File: src/serial_params.svh
// Constants of the serial port buffer and control block
`ifndef SERIAL_PARAMS_SVH
`define SERIAL_PARAMS_SVH

// Register word indices, byte address is four times the index
`define IDX_SERIAL_CONTROL  10'h098
`define IDX_SERIAL_DATA     10'h099
`define IDX_OWN_ADDRESS     10'h0a9
`define IDX_ADDRESS_MASK    10'h0b9
`define IDX_POWER_CONTROL   10'h0c0
`define IDX_INT_STATUS      10'h0c1
`define IDX_INT_MASK        10'h0c2
`define IDX_BAUD_DIVISOR    10'h0c3
`define IDX_NONE            10'h3ff

// Reset values
`define SERIAL_CONTROL_RESET 8'h00
`define OWN_ADDRESS_RESET    8'h00
`define ADDRESS_MASK_RESET   8'h00
`define POWER_CONTROL_RESET  8'h00
`define INT_MASK_RESET       4'h0
`define BAUD_DIVISOR_RESET   16'h0364

// Field positions
`define SC_MODE_LOW   7
`define SC_MODE_HIGH  6
`define SC_MULTI      5
`define SC_RX_ENABLE  4
`define SC_TX_NINTH   3
`define SC_RX_NINTH   2
`define SC_TX_DONE    1
`define SC_RX_DONE    0
`define PC_FE_SELECT  6
`define PC_DOUBLE     7
`define INT_TX        0
`define INT_RX        1
`define INT_FE        2
`define INT_MATCH     3

// Bit times in clock cycles
`define MODE0_CYCLES      16'h000c
`define MODE2_CYCLES_SLOW 16'h0040
`define MODE2_CYCLES_FAST 16'h0020
`endif

File: src/serial_types_pkg.sv
// Types of the serial port buffer and control block
`default_nettype none
package serial_types_pkg;
   typedef enum logic [1:0] {
      MODE_SHIFT = 2'b00, MODE_UART8 = 2'b01, MODE_UART9_FIXED = 2'b10, MODE_UART9_VAR = 2'b11
   } serial_mode_type;
   typedef enum logic [3:0] {
      RX_IDLE = 4'b0001, RX_START = 4'b0010, RX_DATA = 4'b0100, RX_STOP = 4'b1000
   } rx_state_type;
endpackage
`default_nettype wire

File: src/serial_port_buffer_and_control.sv
// Serial port buffer, address match and control registers on AHB-Lite
`default_nettype none
`include "serial_params.svh"
module serial_port_buffer_and_control
   import serial_types_pkg::*;
(
   input  wire logic        clk,
   input  wire logic        nrst,
   input  wire logic        hsel,
   input  wire logic [31:0] haddr,
   input  wire logic [1:0]  htrans,
   input  wire logic        hwrite,
   input  wire logic [2:0]  hsize,
   input  wire logic [31:0] hwdata,
   input  wire logic        hready,
   output logic             hreadyout,
   output logic [31:0]      hrdata,
   output logic             hresp,
   input  wire logic        rxd,
   output logic             txd,
   output logic             irq
);

   // ---------------------------------------------------------------
   // Declarations
   // ---------------------------------------------------------------
   logic [7:0]  serial_control;
   logic        framing_error_flag;
   logic [7:0]  tx_buffer;
   logic [7:0]  rx_buffer;
   logic [7:0]  slave_own_address;
   logic [7:0]  slave_address_mask;
   logic [7:0]  power_control;
   logic [15:0] baud_divisor;
   logic [3:0]  int_status;
   logic [3:0]  int_mask;
   logic        tx_pending;
   logic        dp_write;
   logic        dp_read;
   logic [9:0]  dp_idx;
   logic        rxd_meta;
   logic        rxd_sync;
   logic        tx_line;
   logic        tx_busy;
   logic        tx_done;
   logic [7:0]  rx_data;
   logic        rx_ninth;
   logic        rx_stop_ok;
   logic        rx_done;

   // Match a captured word index against a register index
   function automatic logic reg_sel(input logic [9:0] idx, input logic [9:0] target);
      reg_sel = (idx == target);
   endfunction

   // ---------------------------------------------------------------
   // Bus address phase
   // ---------------------------------------------------------------
   // Only aligned words in the low 4 KB are mapped, the rest is a hole
   wire        take     = hsel & htrans[1] & hready;
   wire        in_range = (haddr[31:12] == 20'h00000) && (haddr[1:0] == 2'b00);
   wire [9:0]  next_idx = in_range ? haddr[11:2] : `IDX_NONE;
   wire        hsize_ok = (hsize == 3'b010);

   // Capture the address phase; reads get one wait state
   always_ff @(posedge clk) begin
      if (!nrst) begin
         dp_write <= 1'b0;
         dp_read <= 1'b0;
         dp_idx <= `IDX_NONE;
         hreadyout <= 1'b1;
      end else begin
         dp_write <= take & hwrite & hsize_ok;
         dp_read <= take & !hwrite;
         dp_idx <= take ? next_idx : dp_idx;
         hreadyout <= !(take & !hwrite);
      end
   end

   // Every transfer answers OKAY
   always_ff @(posedge clk) begin
      hresp <= 1'b0;
   end

   // ---------------------------------------------------------------
   // Write decode
   // ---------------------------------------------------------------
   wire [7:0] wd        = hwdata[7:0];
   wire       wr_ctrl   = dp_write & reg_sel(dp_idx, `IDX_SERIAL_CONTROL);
   wire       wr_data   = dp_write & reg_sel(dp_idx, `IDX_SERIAL_DATA);
   wire       wr_own    = dp_write & reg_sel(dp_idx, `IDX_OWN_ADDRESS);
   wire       wr_mask   = dp_write & reg_sel(dp_idx, `IDX_ADDRESS_MASK);
   wire       wr_power  = dp_write & reg_sel(dp_idx, `IDX_POWER_CONTROL);
   wire       wr_status = dp_write & reg_sel(dp_idx, `IDX_INT_STATUS);
   wire       wr_imask  = dp_write & reg_sel(dp_idx, `IDX_INT_MASK);
   wire       wr_baud   = dp_write & reg_sel(dp_idx, `IDX_BAUD_DIVISOR);

   // ---------------------------------------------------------------
   // Mode selection and bit timing
   // ---------------------------------------------------------------
   // The stored mode-low bit keeps steering the mode even while bit 7 reads FE
   wire             fe_select = power_control[`PC_FE_SELECT];
   serial_mode_type mode;
   assign mode = serial_mode_type'({serial_control[`SC_MODE_LOW],
                                    serial_control[`SC_MODE_HIGH]});
   wire nine_bit  = (mode == MODE_UART9_FIXED) || (mode == MODE_UART9_VAR);
   wire framed    = (mode != MODE_SHIFT);
   wire multi     = serial_control[`SC_MULTI];
   wire rx_enable = serial_control[`SC_RX_ENABLE] & framed;

   // Bit time per mode: fixed divisions or the software divisor
   wire [15:0] fixed9_cycles = power_control[`PC_DOUBLE] ? `MODE2_CYCLES_FAST
                                                         : `MODE2_CYCLES_SLOW;
   wire [15:0] bit_cycles = (mode == MODE_SHIFT)       ? `MODE0_CYCLES :
                            (mode == MODE_UART9_FIXED) ? fixed9_cycles :
                                                         baud_divisor;

   // ---------------------------------------------------------------
   // Line input synchroniser
   // ---------------------------------------------------------------
   // Two stages before the receiver looks at the pin
   always_ff @(posedge clk) begin
      if (!nrst) begin
         rxd_meta <= 1'b1;
         rxd_sync <= 1'b1;
      end else begin
         rxd_meta <= rxd;
         rxd_sync <= rxd_meta;
      end
   end

   // ---------------------------------------------------------------
   // Transmitter and receiver
   // ---------------------------------------------------------------
   wire tx_start = tx_pending & !tx_busy;

   serial_tx u_tx (
      .clk        (clk),
      .nrst       (nrst),
      .start      (tx_start),
      .data       (tx_buffer),
      .framed     (framed),
      .nine       (nine_bit),
      .ninth      (serial_control[`SC_TX_NINTH]),
      .bit_cycles (bit_cycles),
      .line       (tx_line),
      .busy       (tx_busy),
      .done       (tx_done)
   );

   serial_rx u_rx (
      .clk        (clk),
      .nrst       (nrst),
      .rxd        (rxd_sync),
      .enable     (rx_enable),
      .nine       (nine_bit),
      .bit_cycles (bit_cycles),
      .data       (rx_data),
      .ninth      (rx_ninth),
      .stop_ok    (rx_stop_ok),
      .done       (rx_done)
   );

   // ---------------------------------------------------------------
   // Address recognition and frame acceptance
   // ---------------------------------------------------------------
   // Mask-selected bits must agree, the others are don't-care
   wire addr_match = ((rx_data ^ slave_own_address) & slave_address_mask) == 8'h00;
   // With multiprocessor mode on, 9-bit modes keep only matching address
   // frames and the 8-bit mode keeps only frames with a good stop bit
   wire accept_ok  = !multi | (nine_bit ? (rx_ninth & addr_match) : rx_stop_ok);
   wire rx_accept  = rx_done & accept_ok;
   wire match_evt  = rx_accept & multi & nine_bit;
   wire frame_bad  = rx_done & !rx_stop_ok;
   wire rx_bit8    = nine_bit ? rx_ninth : rx_stop_ok;

   // ---------------------------------------------------------------
   // Serial control register
   // ---------------------------------------------------------------
   // Hardware sets of the done flags win over a software clear
   wire [7:0] next_serial_control;
   assign next_serial_control[`SC_MODE_LOW] =
      (wr_ctrl & !fe_select) ? wd[7] : serial_control[`SC_MODE_LOW];
   assign next_serial_control[6:3] = wr_ctrl ? wd[6:3] : serial_control[6:3];
   assign next_serial_control[`SC_RX_NINTH] =
      rx_accept ? rx_bit8 : (wr_ctrl ? wd[2] : serial_control[`SC_RX_NINTH]);
   assign next_serial_control[`SC_TX_DONE] =
      tx_done | (wr_ctrl ? wd[1] : serial_control[`SC_TX_DONE]);
   assign next_serial_control[`SC_RX_DONE] =
      rx_accept | (wr_ctrl ? wd[0] : serial_control[`SC_RX_DONE]);

   always_ff @(posedge clk) begin
      if (!nrst) serial_control <= `SERIAL_CONTROL_RESET;
      else serial_control <= next_serial_control;
   end

   // Framing error: set by a bad stop bit, cleared only by software
   wire next_framing_error = frame_bad |
      ((wr_ctrl & fe_select) ? wd[7] : framing_error_flag);

   always_ff @(posedge clk) begin
      if (!nrst) framing_error_flag <= 1'b0;
      else framing_error_flag <= next_framing_error;
   end

   // ---------------------------------------------------------------
   // Data buffers
   // ---------------------------------------------------------------
   // Buffers carry no reset; their contents are undefined until loaded
   always_ff @(posedge clk) begin
      if (wr_data) tx_buffer <= wd;
   end

   always_ff @(posedge clk) begin
      if (rx_accept) rx_buffer <= rx_data;
   end

   // A write while busy is sent once the current frame ends
   wire next_tx_pending = wr_data | (tx_pending & tx_busy);

   always_ff @(posedge clk) begin
      if (!nrst) tx_pending <= 1'b0;
      else tx_pending <= next_tx_pending;
   end

   // ---------------------------------------------------------------
   // Address, mask, power control and divisor
   // ---------------------------------------------------------------
   always_ff @(posedge clk) begin
      if (!nrst) begin
         slave_own_address <= `OWN_ADDRESS_RESET;
         slave_address_mask <= `ADDRESS_MASK_RESET;
      end else begin
         if (wr_own) slave_own_address <= wd;
         if (wr_mask) slave_address_mask <= wd;
      end
   end

   always_ff @(posedge clk) begin
      if (!nrst) begin
         power_control <= `POWER_CONTROL_RESET;
         baud_divisor <= `BAUD_DIVISOR_RESET;
      end else begin
         if (wr_power) power_control <= wd;
         if (wr_baud) baud_divisor <= hwdata[15:0];
      end
   end

   // ---------------------------------------------------------------
   // Interrupts
   // ---------------------------------------------------------------
   // Sticky events, write one to clear, a new event wins over the clear
   wire [3:0] events;
   assign events[`INT_TX]    = tx_done;
   assign events[`INT_RX]    = rx_accept;
   assign events[`INT_FE]    = frame_bad;
   assign events[`INT_MATCH] = match_evt;
   wire [3:0] clear_bits = wr_status ? hwdata[3:0] : 4'h0;
   wire [3:0] next_int_status = events | (int_status & ~clear_bits);

   always_ff @(posedge clk) begin
      if (!nrst) begin
         int_status <= 4'h0;
         int_mask <= `INT_MASK_RESET;
      end else begin
         int_status <= next_int_status;
         if (wr_imask) int_mask <= hwdata[3:0];
      end
   end

   // Level interrupt while any unmasked status bit is set
   always_ff @(posedge clk) begin
      if (!nrst) irq <= 1'b0;
      else irq <= |(next_int_status & int_mask);
   end

   // ---------------------------------------------------------------
   // Read mux
   // ---------------------------------------------------------------
   // Bit 7 of the control view depends on the framing-error select
   wire [7:0] control_view = {fe_select ? framing_error_flag
                                        : serial_control[`SC_MODE_LOW],
                              serial_control[6:0]};
   wire [31:0] rd_value =
      reg_sel(dp_idx, `IDX_SERIAL_CONTROL) ? {24'h000000, control_view}       :
      reg_sel(dp_idx, `IDX_SERIAL_DATA)    ? {24'h000000, rx_buffer}          :
      reg_sel(dp_idx, `IDX_OWN_ADDRESS)    ? {24'h000000, slave_own_address}  :
      reg_sel(dp_idx, `IDX_ADDRESS_MASK)   ? {24'h000000, slave_address_mask} :
      reg_sel(dp_idx, `IDX_POWER_CONTROL)  ? {24'h000000, power_control}      :
      reg_sel(dp_idx, `IDX_INT_STATUS)     ? {28'h0000000, int_status}        :
      reg_sel(dp_idx, `IDX_INT_MASK)       ? {28'h0000000, int_mask}          :
      reg_sel(dp_idx, `IDX_BAUD_DIVISOR)   ? {16'h0000, baud_divisor}         :
                                             32'h00000000;

   // Read data is registered during the wait state
   always_ff @(posedge clk) begin
      if (!nrst) hrdata <= 32'h00000000;
      else if (dp_read) hrdata <= rd_value;
   end

   // ---------------------------------------------------------------
   // Line output
   // ---------------------------------------------------------------
   always_ff @(posedge clk) begin
      if (!nrst) txd <= 1'b1;
      else txd <= tx_line;
   end

endmodule // serial_port_buffer_and_control
`default_nettype wire

File: src/serial_rx.sv
// Serial receiver with mid-bit sampling
`default_nettype none
module serial_rx
   import serial_types_pkg::*;
(
   input  wire logic        clk,
   input  wire logic        nrst,
   input  wire logic        rxd,
   input  wire logic        enable,
   input  wire logic        nine,
   input  wire logic [15:0] bit_cycles,
   output logic [7:0]       data,
   output logic             ninth,
   output logic             stop_ok,
   output logic             done
);
   rx_state_type state;
   logic [15:0]  cyc;
   logic [3:0]   idx;
   wire  [15:0]  half      = {1'b0, bit_cycles[15:1]};
   wire          bit_end   = (state == RX_START) ? (cyc == half) : (cyc == bit_cycles - 16'h0001);
   wire          last_data = nine ? (idx == 4'd8) : (idx == 4'd7);

   // Bit timer restarts on every sample
   always_ff @(posedge clk) begin
      if (!nrst) cyc <= 16'h0000;
      else cyc <= (state == RX_IDLE || bit_end) ? 16'h0000 : cyc + 16'h0001;
   end

   // Frame sequencer, start bit checked at its middle
   always_ff @(posedge clk) begin
      if (!nrst) begin
         state <= RX_IDLE;
         idx <= 4'd0;
         data <= 8'h00;
         ninth <= 1'b0;
         stop_ok <= 1'b1;
         done <= 1'b0;
      end else begin
         done <= (state == RX_STOP) && bit_end;
         unique case (state)
            RX_IDLE: if (enable && !rxd) state <= RX_START;
            RX_START: if (bit_end) begin
               idx <= 4'd0;
               state <= rxd ? RX_IDLE : RX_DATA;
            end
            RX_DATA: if (bit_end) begin
               idx <= idx + 4'd1;
               if (idx == 4'd8) ninth <= rxd;
               else data <= {rxd, data[7:1]};
               if (last_data) state <= RX_STOP;
            end
            RX_STOP: if (bit_end) begin
               stop_ok <= rxd;
               state <= RX_IDLE;
            end
            default: state <= RX_IDLE;
         endcase
      end
   end
endmodule // serial_rx
`default_nettype wire

File: src/serial_tx.sv
// Serial transmitter shift register
`default_nettype none
module serial_tx (
   input  wire logic        clk,
   input  wire logic        nrst,
   input  wire logic        start,
   input  wire logic [7:0]  data,
   input  wire logic        framed,
   input  wire logic        nine,
   input  wire logic        ninth,
   input  wire logic [15:0] bit_cycles,
   output logic             line,
   output logic             busy,
   output logic             done
);
   logic [10:0] shifter;
   logic [3:0]  bits_left;
   logic [15:0] cyc;
   wire         bit_end  = (cyc == bit_cycles - 16'h0001);
   wire  [10:0] frame    = framed ? {1'b1, nine ? ninth : 1'b1, data, 1'b0} : {3'b111, data};
   wire  [3:0]  frame_len = framed ? (nine ? 4'd11 : 4'd10) : 4'd8;
   assign line = busy ? shifter[0] : 1'b1;

   // Load a frame and shift it out one bit time per bit
   always_ff @(posedge clk) begin
      if (!nrst) begin
         shifter <= 11'h7ff;
         bits_left <= 4'd0;
         cyc <= 16'h0000;
         busy <= 1'b0;
         done <= 1'b0;
      end else begin
         done <= busy && bit_end && (bits_left == 4'd1);
         if (start && !busy) begin
            shifter <= frame;
            bits_left <= frame_len;
            cyc <= 16'h0000;
            busy <= 1'b1;
         end else if (busy) begin
            cyc <= bit_end ? 16'h0000 : cyc + 16'h0001;
            if (bit_end) begin
               shifter <= {1'b1, shifter[10:1]};
               bits_left <= bits_left - 4'd1;
               busy <= (bits_left != 4'd1);
            end
         end
      end
   end
endmodule // serial_tx
`default_nettype wire

File: config.mk
export PLATFORM = sky130hd
export DESIGN_NAME = serial_port_buffer_and_control
export DESIGN_NICKNAME = d
export VERILOG_FILES = /design/src/serial_types_pkg.sv /design/src/serial_port_buffer_and_control.sv /design/src/serial_rx.sv /design/src/serial_tx.sv
export VERILOG_INCLUDE_DIRS = /design/src
export SDC_FILE = /design/constraint.sdc
export NUM_CORES = 1
export LEC_CHECK = 0
export BUFFER_PORTS_ARGS = -buffer_cell sky130_fd_sc_hd__buf_2
export CAP_MARGIN = 20
export CORE_MARGIN = 3
export CORE_UTILIZATION = 30
export DETAILED_ROUTE_END_ITERATION = 7
export PLACE_DENSITY = 0.54
export SETUP_SLACK_MARGIN = 0.5
export SLEW_MARGIN = 10
export SYNTH_ARGS = -nofsm -noshare
export SYNTH_HDL_FRONTEND = slang
export SYNTH_SLANG_ARGS = --single-unit
export TNS_END_PERCENT = 5
File: constraint.sdc
create_clock -name clk -period 4.8 [get_ports clk]
set_input_delay 0.72 -clock clk [delete_from_list [all_inputs] [get_ports clk]]
set_output_delay 0.72 -clock clk [all_outputs]
set_load 0.1 [all_outputs]
**Word-level counts from Yosys, hierarchy flattened**

Index checks and enable logic that the tools add are counted.

- $add $sub $neg: 5
- $mul: 0
- Div/mod/pow operators: 0
- Order comparisons: 0
- Eq/ne operators: 27
- Shift-type cells: 0
- Mux-type cells: 47
- Bitwise logic cells: 36
- Reductions and logical operators: 34

Operator list:

| cell | number |
|---|---|
| $mux W16 | 11 |
| $eq A10 B8 Y1 const B | 8 |
| $mux W4 | 12 |
| $mux W11 | 3 |
| $add A16 B1 Y16 const B | 2 |
| $eq A16 B16 Y1 | 2 |
| $and A1 B1 Y1 | 23 |
| $logic_not A20 Y1 | 1 |
| $mux W10 | 2 |
| $eq A16 B15 Y1 | 1 |
| $pmux W4 S4 | 1 |
| $sub A16 B1 Y16 const B | 1 |
| $mux W1 | 15 |
| $reduce_bool A2 Y1 | 5 |
| $reduce_and A3 Y1 | 3 |
| $and A4 B4 Y4 | 2 |
| $and A8 B8 Y8 | 1 |
| $eq A4 B1 Y1 const B | 2 |
| $eq A4 B3 Y1 const B | 2 |
| $eq A4 B4 Y1 const B | 2 |
| $logic_not A8 Y1 | 1 |
| $ne A2 B1 Y1 const B | 4 |
| $pmux W4 S2 | 1 |
| $xor A8 B8 Y8 | 1 |
| other kinds (21) | 43 |

- Bits in registers: 191
- Latch bits: 0
- RAM bits: 0
- Bits in read-only memories: 0
- Input port bits: 75
- Output and inout bits: 36
- Word-level logic and storage cells: 184
- Memories: 0

**Longest topological paths before layout**

Gate-level depths: netlist of the first run.

- Word-level depth: 12
- Mapped depth: 17
- Mapped depth without buffers: 11

**Modules after synthesis**

A second synthesis of the first run with hierarchy kept.

- Cells, all modules: 1124
- Area total of the unflattened synthesis: 9785.6 um2

By module, submodules not included:

| module | instances | cells an instance | area each (um2) | seq. area each (um2) |
|---|---|---|---|---|
| serial_port_buffer_and_control | 1 | 542 | 4952.2 | 2302.2 |
| serial_rx | 1 | 308 | 2567.5 | 700.7 |
| serial_tx | 1 | 274 | 2265.9 | 640.6 |

**Least setup slack after synthesis of the first run**

Ideal clock, no wire load.

- Path type: register to register
- Start: register serial_control[6]
- End: register u_rx.state[3]
- Setup time: 0.103 ns
- Data arrival time: 3.196 ns
- Data required time: 4.697 ns
- Slack: 1.501 ns
- Stages on the path, launching flop included: 17
- Buffers on the path: 5
- Period minus slack after synthesis: 3.299 ns
- Path through: dfxtp_1 > buf_2 > buf_2 > and2_1 > inv_1 > ha_1 > buf_4 > or4b_1 > buf_2 > o31a_1 > o211ai_1 > a21oi_1 > nor4_2 > and3_1 > buf_4 > nand3_1 > a2111oi_2

- Cells in the longest elaborated chain, start to end: 8
- Elaborated cells on any way between the ends: 20
- Those cells by class: add/sub (1); eq/ne (9); mux (4); bitwise (1); reduce/logical (5)

Ends and longest elaborated chain:

| item | RTL line | RTL |
|---|---|---|
| start: declaration | serial_port_buffer_and_control.sv:27 | `logic [7:0] serial_control;` |
| start signal: assignment | serial_port_buffer_and_control.sv:193 | `` if (!nrst) serial_control <= `SERIAL_CONTROL_RESET; `` |
| start signal: assignment | serial_port_buffer_and_control.sv:194 | `else serial_control <= next_serial_control;` |
| $eq A2 B2 Y1 | serial_port_buffer_and_control.sv:106, serial_port_buffer_and_control.sv:115 |  |
| $mux W16 | serial_port_buffer_and_control.sv:115 | `(mode == MODE_UART9_FIXED) ? fixed9_cycles :` |
| $mux W16 | serial_port_buffer_and_control.sv:114 | `` wire [15:0] bit_cycles = (mode == MODE_SHIFT) ? `MODE0_CYCLES : `` |
| $sub A16 B1 Y16 | serial_rx.sv:21 | `wire bit_end = (state == RX_START) ? (cyc == half) : (cyc == bit_cycles - 16'h0001);` |
| $eq A16 B16 Y1 | serial_rx.sv:21 |  |
| $mux W1 | serial_rx.sv:21 |  |
| $ne A2 B1 Y1 (no line) | - |  |
| $reduce_and A5 Y1 (no line) * | - |  |
| end signal: assignment | serial_rx.sv:45 | `state <= rxd ? RX_IDLE : RX_DATA;` |
| end: declaration | serial_rx.sv:17 | `rx_state_type state;` |

Every way passes the cells marked *; elsewhere a longest branch is shown, timed or not.
A chain may end at the register's enable or synchronous reset.

**Worst setup path in the final report of the first run**

- Start: register baud_divisor[0]
- End: register u_rx.state[3]

- Cells in the longest elaborated chain, start to end: 7
- Elaborated cells on any way between the ends: 9
- Those cells by class: add/sub (1); eq/ne (4); mux (3); reduce/logical (1)

Ends and longest elaborated chain:

| item | RTL line | RTL |
|---|---|---|
| start: declaration | serial_port_buffer_and_control.sv:34 | `logic [15:0] baud_divisor;` |
| start signal: assignment | serial_port_buffer_and_control.sv:242 | `` baud_divisor <= `BAUD_DIVISOR_RESET; `` |
| start signal: assignment | serial_port_buffer_and_control.sv:245 | `if (wr_baud) baud_divisor <= hwdata[15:0];` |
| $mux W16 * | serial_port_buffer_and_control.sv:115 |  |
| $mux W16 * | serial_port_buffer_and_control.sv:114 |  |
| $sub A16 B1 Y16 * | serial_rx.sv:21 |  |
| $eq A16 B16 Y1 * | serial_rx.sv:21 |  |
| $mux W1 * | serial_rx.sv:21 |  |
| $ne A2 B1 Y1 (no line) | - |  |
| $reduce_and A5 Y1 (no line) * | - |  |

Marks and branches as above.

==> impl_metrics.env, run 1 <==
export IMPL_status="finished, final reports clean"
export IMPL_syn_area_mm2=0.00975
export IMPL_synth_area_leader_cell="dfxtp_1"
export IMPL_drc=0
export IMPL_power_density_mw_per_mm2=278
export IMPL_grt_pass1_vias=8268
export IMPL_final_setup_viol_count=0
export IMPL_die_h_um=186
export IMPL_fin_ws_ns=0.773
export IMPL_dieArea_mm2=0.0347
export IMPL_finalSetupTns_ns=0
export IMPL_r2r_start="baud_divisor[0]"
export IMPL_firstDrtPassIters=5
export IMPL_yosysWarnings=0
export IMPL_max_slew_margin_pct=33.4
export IMPL_cts_setup_buffers=0
export IMPL_ctsHoldBuffers=0
export IMPL_fin_crit_sh_pct=83.9
export IMPL_synth_edf_count=16
export IMPL_routed_wl_um=28700
export IMPL_vias=8661
export IMPL_p_leak_nw=3.87
export IMPL_fin_nets=1255
export IMPL_io_buffers=76
export IMPL_io_pins=111
export IMPL_clock_sinks=174
export IMPL_antennaDiodeCount=0
export IMPL_ir_drop_mv=0.239
export IMPL_core_mm2=0.0318
export IMPL_first_iter_violations=619
export IMPL_cp_endpoint="u_rx.state[3]"
export IMPL_yosysUniqueCellTypes=93
export IMPL_worstSetupStartpoint="baud_divisor[0]"
export IMPL_rsz0062_at_grt="false"
export IMPL_grt_overflow_total=0
export IMPL_synthCells=1155
export IMPL_ys_flop_type="dfxtp_1"
export IMPL_start_util_pct=30.7
export IMPL_grt_start_max_net_pins=49
export IMPL_cts_tree="yes"
export IMPL_grt_first_pass_wirelength_um=45800
export IMPL_n_fill_cell=3324
export IMPL_fp_row_count=65
export IMPL_ys_seq_elements=174
export IMPL_antenna_found_initial=0
export IMPL_clk_pin_slew_ns=0.08
export IMPL_gp_routability_congestion=0.902
export IMPL_viasPerCell=5.34
export IMPL_cp_data_arrival_time_ns=4.37
export IMPL_synthArstFlopShare_pct=0
export IMPL_rr_worst_depth=11
export IMPL_synth_most_common_cell="dfxtp_1"
export IMPL_clk_latency_ns=0.45
export IMPL_worstSetupEndpointType="flop"
export IMPL_cts_buffer_depth=2
export IMPL_final_seq_area_mm2=0.00364
export IMPL_hold_viol_final=0
export IMPL_final_max_slew_viol_count=0
export IMPL_cts_htree_levels=4
export IMPL_tightest_slew_ns=0.998
export IMPL_synthTopCellsByArea="dfxtp_1, nand2_1, edfxtp_1"
export IMPL_post_dp_hpwl_um=20400
export IMPL_seq_area_frac_synth_pct=37.4
export IMPL_multiInputGateArea_mm2=0.00551
export IMPL_layout_drive_gt1_share_pct=13.9
export IMPL_die_w_um=186
export IMPL_post_route_min_period_ns=4.03
export IMPL_worstPathRequired_ns=5.15
export IMPL_cts_made_buffers=17
export IMPL_worstPathMaxFanout=15
export IMPL_cts_resized=0
export IMPL_synth_top_area_share_pct=32.5
export IMPL_fmax_mhz=248
export IMPL_ant_nets=0
export IMPL_dp_worst_setup_slack_ns=0.712
export IMPL_path_class="flop to flop"
export IMPL_r2r_end="u_rx.state[3]"
export IMPL_syn_area_per_cell_um2=8.44
export IMPL_finClkSkew_ns=0.0137
export IMPL_drv_cap=0
export IMPL_start_kind="flop"
export IMPL_cts_root_buffer="clkbuf_16"
export IMPL_avgRoutedWirePerCell_um=17.7
export IMPL_syn2layout_area_growth_pct=11.7
export IMPL_hold_class="flop to flop"
export IMPL_ff2ff_setup_slack_ns=0.77
export IMPL_grt_util_all_layers_pct=16.6
export IMPL_hold_slack_ns=0.411
export IMPL_synth_commonest_cells="dfxtp_1, nand2_1, nor2_1, a21oi_1, nand3_1"
## stage by stage
stage / total power, mW / utilization (%) / instances / cell area [um^2]
after floorplan: 1.60 / - / 1171 / 9810
after global placement: 1.64 / 32.3 / 1588 / 10300
after detailed placement: 1.64 / 32.3 / 1588 / 10300
after CTS: 3.05 / 34.2 / 1620 / 10900
after global routing: 3.12 / 34.2 / 1621 / 10900
final: 3.02 / 34.2 / 1621 / 10900
## worst max-delay path, stage by stage (launching register included)
cell and delay, ns:
dfxtp_1 0.41, and2_1 0.24, inv_1 0.06, ha_1 0.37
or4b_1 0.66, nor4_2 0.33, o21ai_0 0.16, a221oi_2 0.31
o211ai_1 0.25, o21ai_2 0.58, nand3_1 0.18, a2111oi_2 0.37
## cell families (layout without fill, tap and decap cells)
| group | Yosys count | in the layout | synth area share [%] |
|---|---|---|---|
| DFF | 174 | 174 | 37.4 |
| adders and majority gates | 7 | 7 | 0.899 |
| and+or+nand+nor | 479 | 479 | 26.5 |
| muxes | 46 | 46 | 5.26 |
| other | 1 | 17 | 0.0385 |
| buffers and inverters | 135 | 150 | 6.73 |
| AOI/OAI and AO/OA | 249 | 249 | 17.3 |
| xor gates and xnor gates | 64 | 64 | 5.90 |
## final cells by class
type	instances	area share (%)
multi-input combinational	862	50.7
sequential	174	33.5
tap	435	5.00
timing repair buffer	88	4.32
clock buffer	18	3.94
clock inverter	14	1.56
inverter	30	1.03
## how the worst min path moves through the flow
stage               startpoint  endpoint  slack, ns  depth (start not counted)
floorplan             rxd_meta  rxd_sync       0.39                          1
global placement      rxd_meta  rxd_sync       0.40                          1
detailed placement    rxd_meta  rxd_sync       0.39                          1
CTS                   rxd_meta  rxd_sync       0.41                          1
global route          rxd_meta  rxd_sync       0.43                          1
finish                rxd_meta  rxd_sync       0.41                          1
## registers in the layout (all words and copies together) (netlist names), 8 cells and up
signal / flops
baud_divisor: 16
hrdata: 16
u_rx.cyc: 16
u_tx.cyc: 16
dp_idx: 10
u_tx.shifter: 10
power_control: 8
rx_buffer: 8
serial_control: 8
slave_address_mask: 8
slave_own_address: 8
tx_buffer: 8
u_rx.data: 8
## per-layer routing
layer / part of all wire [%] / global-route usage [%] / up-vias
li1: - / - / 4215
met1: 46 / 22.6 / 4154
met2: 47 / 27.0 / 261
met3: 5.6 / 3.70 / 31
met5: 0 / 0 / -
met4: 1.4 / 3.81 / 0
## power by group
group	internal (mW)	switching [mW]
combinational	0.0246	0.110
clock	0.744	0.675
sequential	1.46	0.00262
## cells in the final DEF, fill, tap and decap left out, types with 12 or more instances in the layout
cell type / count
xnor2_1: 27
nand4_1: 19
o21ai_0: 32
conb_1: 17
edfxtp_1: 16
nor4_1: 29
clkbuf_16: 17
nand3_1: 68
buf_4: 12
xor2_1: 36
inv_1: 28
a211oi_1: 13
nand2b_1: 19
nor2_1: 88
nand2_1: 137
and3_1: 12
dfxtp_1: 158
mux2i_1: 40
o211ai_1: 13
buf_2: 76
o22ai_1: 14
a21oi_1: 82
(Power assumes the default switching activity.)
==> inputs of run 2 (changes only) <==
Settings changed: ABC_AREA set to 1.
Clock period 4.8 ns to 3.9 ns, I/O delays scaled along.
==> run 2 against run 1 <==
- maximum frequency increased by 34%
- flip-flop and latch count stayed put
- via count increased by 1.0%
- wire length shrank 9.4%
- clock power is 14% higher
- synthesized cell count rose by 15%
- count of clock-buffer cells in the layout grew 3
- sequential power up 25%
- die area shrank 5.0%
- sequential share of layout area increased by 1.3 points
==> impl_metrics.env, run 2 <==
export IMPL_worstPathMaxFanout=14
export IMPL_clk_latency_ns=0.43
export IMPL_synthTopCellsByArea="dfxtp_1, nand2_1, inv_1"
export IMPL_syn_area_mm2=0.00925
export IMPL_min_delay_start="rxd"
export IMPL_synth_most_common_cell="nand2_1"
export IMPL_io_pins=111
export IMPL_ant_nets=0
export IMPL_status="finished, final reports clean"
export IMPL_final_cell_mix="nand2_1, inv_1, dfxtp_1"
export IMPL_firstDrtPassIters=5
export IMPL_r2r_end="u_tx.shifter[1]"
export IMPL_max_slew_margin_pct=33.1
export IMPL_final_max_slew_viol_count=0
export IMPL_finalSetupTns_ns=0
export IMPL_fmax_mhz=332
export IMPL_grt_util_met3_pct=2.18
export IMPL_worstPathRequired_ns=4.18
export IMPL_antennaDiodeCount=0
export IMPL_post_route_util_pct=34.9
export IMPL_fin_crit_sh_pct=77.2
export IMPL_ctsHoldBuffers=0
export IMPL_yosysUniqueCellTypes=54
export IMPL_clk_pin_slew_ns=0.07
export IMPL_grt_pass1_vias=8254
export IMPL_ff2ff_setup_slack_ns=0.89
export IMPL_gp_routability_congestion=0.883
export IMPL_n_fill_cell=3245
export IMPL_viasPerCell=4.87
export IMPL_final_setup_viol_count=0
export IMPL_syn_area_per_cell_um2=6.96
export IMPL_layout_drive_gt1_share_pct=12.1
export IMPL_synthArstFlopShare_pct=0
export IMPL_cts_buffer_depth=2
export IMPL_cts_tree="yes"
export IMPL_drv_cap=0
export IMPL_tightest_slew_ns=1.00
export IMPL_rr_worst_depth=14
export IMPL_start_kind="flop"
export IMPL_routed_wl_um=26000
export IMPL_synth_top_area_share_pct=34.2
export IMPL_fp_row_count=63
export IMPL_first_iter_violations=520
export IMPL_avgRoutedWirePerCell_um=14.4
export IMPL_synth_commonest_cells="nand2_1, inv_1, dfxtp_1, nor2_1, nand3_1"
export IMPL_fin_nets=1478
export IMPL_r2r_start="serial_control[6]"
export IMPL_dieArea_mm2=0.0330
export IMPL_cts_htree_levels=4
export IMPL_hold_class="primary input to flop"
export IMPL_antenna_found_initial=0
export IMPL_cts_made_buffers=17
export IMPL_grt_busiest_layer="met2"
export IMPL_grt_util_all_layers_pct=15.6
export IMPL_syn2layout_area_growth_pct=13.2
export IMPL_ir_drop_mv=0.196
export IMPL_post_route_min_period_ns=3.01
export IMPL_cp_data_arrival_time_ns=3.29
export IMPL_final_common_cell="nand2_1"
export IMPL_synth_edf_count=16
export IMPL_whs_endpoint="rxd_meta"
export IMPL_path_class="flop to flop"
export IMPL_min_path_cells=2
export IMPL_vias=8749
export IMPL_clock_sinks=174
export IMPL_rsz0062_at_grt="false"
export IMPL_finClkSkew_ns=0.0134
export IMPL_die_h_um=182
export IMPL_worstSetupEndpointType="flop"
export IMPL_yosysWarnings=0
export IMPL_core_mm2=0.0300
export IMPL_met1_usage_pct=20.9
export IMPL_drc=0
export IMPL_synthCells=1328
export IMPL_post_dp_hpwl_um=19900
export IMPL_ys_seq_elements=174
export IMPL_grt_overflow_total=0
export IMPL_seq_area_frac_synth_pct=39.4
export IMPL_hold_viol_final=0
export IMPL_cts_resized=0
export IMPL_start_util_pct=30.8
export IMPL_grt_start_max_net_pins=58
export IMPL_cts_setup_buffers=0
export IMPL_ys_flop_type="dfxtp_1"
export IMPL_met2_usage_pct=26.1
export IMPL_cts_root_buffer="clkbuf_16"
export IMPL_die_w_um=182
export IMPL_synth_area_leader_cell="dfxtp_1"
export IMPL_power_density_mw_per_mm2=369
export IMPL_io_buffers=76
export IMPL_p_leak_nw=4.45
export IMPL_grt_first_pass_wirelength_um=42400
## run 2: cell count changes in the layout (fill, tap and decap cells not counted), sizes merged, moves of 22 or more
cell   change
xnor2     -24
a21oi     +25
nor3      +22
o21ai     +44
nand2    +173
nor2      +51
inv      +139
nor4      -28
nand3     +57
mux2i     -40
## run 2: stage by stage
stage	cells	hold WS, ns	cell area, um^2	worst slack (ns)	power (mW)
global placement	1766	0.401	9930	0.912	2.28
floorplan	1344	0.393	9310	1.66	2.20
detailed placement	1766	0.398	9930	0.881	2.28
finish	1798	0.342	10500	0.890	3.86
global route	1798	0.343	10500	0.572	4.01
CTS	1797	0.335	10500	0.872	3.88
## run 2: critical path, stage by stage, from the launching register on
cell,delay [ns]
dfxtp_1,0.52
inv_1,0.24
nand2_4,0.17
nand4_2,0.15
nor2_1,0.24
nand4_1,0.14
nand2_1,0.13
xor2_1,0.26
nand2_1,0.09
nor2_1,0.16
nand4_1,0.17
nand2_2,0.27
inv_2,0.17
nand2_1,0.09
o211ai_1,0.07
## run 2: kinds of logic after synthesis
kind of cell,count (synthesis),share of synthesized area (%)
other,1,0.0406
adder cells (fa/ha/maj),7,0.947
AO/OA/AOI/OAI,239,14.5
XOR/XNOR,21,1.99
flip-flops,174,39.4
buffers and inverters,229,10.6
AND/OR/NAND/NOR,657,32.5
## run 2: final cells by class
type                    instances  area (um^2)  area share [%]
well taps                     390          488            4.66
flip-flops and latches        174         3640            34.8
clock inverters                10         93.8           0.896
clock buffers                  21          440            4.21
repair buffers                 86          455            4.35
multi-input cells             941         4680            44.7
inverters                     176          666            6.36
## run 2: worst max-delay path by stage
stage	end	from	cells after the start
after floorplan	u_tx.cyc[12]	serial_control[6]	15
after global placement	u_tx.shifter[1]	serial_control[6]	14
after detailed placement	u_tx.shifter[1]	serial_control[6]	18
after CTS	u_tx.shifter[1]	serial_control[6]	18
after global routing	u_tx.shifter[8]	serial_control[6]	14
final	u_tx.shifter[1]	serial_control[6]	14
## run 2: layer usage
| layer | wire length (um) | share of wire, % |
|---|---|---|
| met5 | 0 | 0 |
| met4 | 517 | 2.0 |
| met3 | 924 | 3.6 |
| met2 | 12200 | 47 |
| met1 | 12400 | 48 |
## run 2: power by group
group | internal (mW) | switching [mW]
Clock | 0.877 | 0.740
Sequential | 1.82 | 0.0200
Combinational | 0.104 | 0.294
Total | 2.81 | 1.05
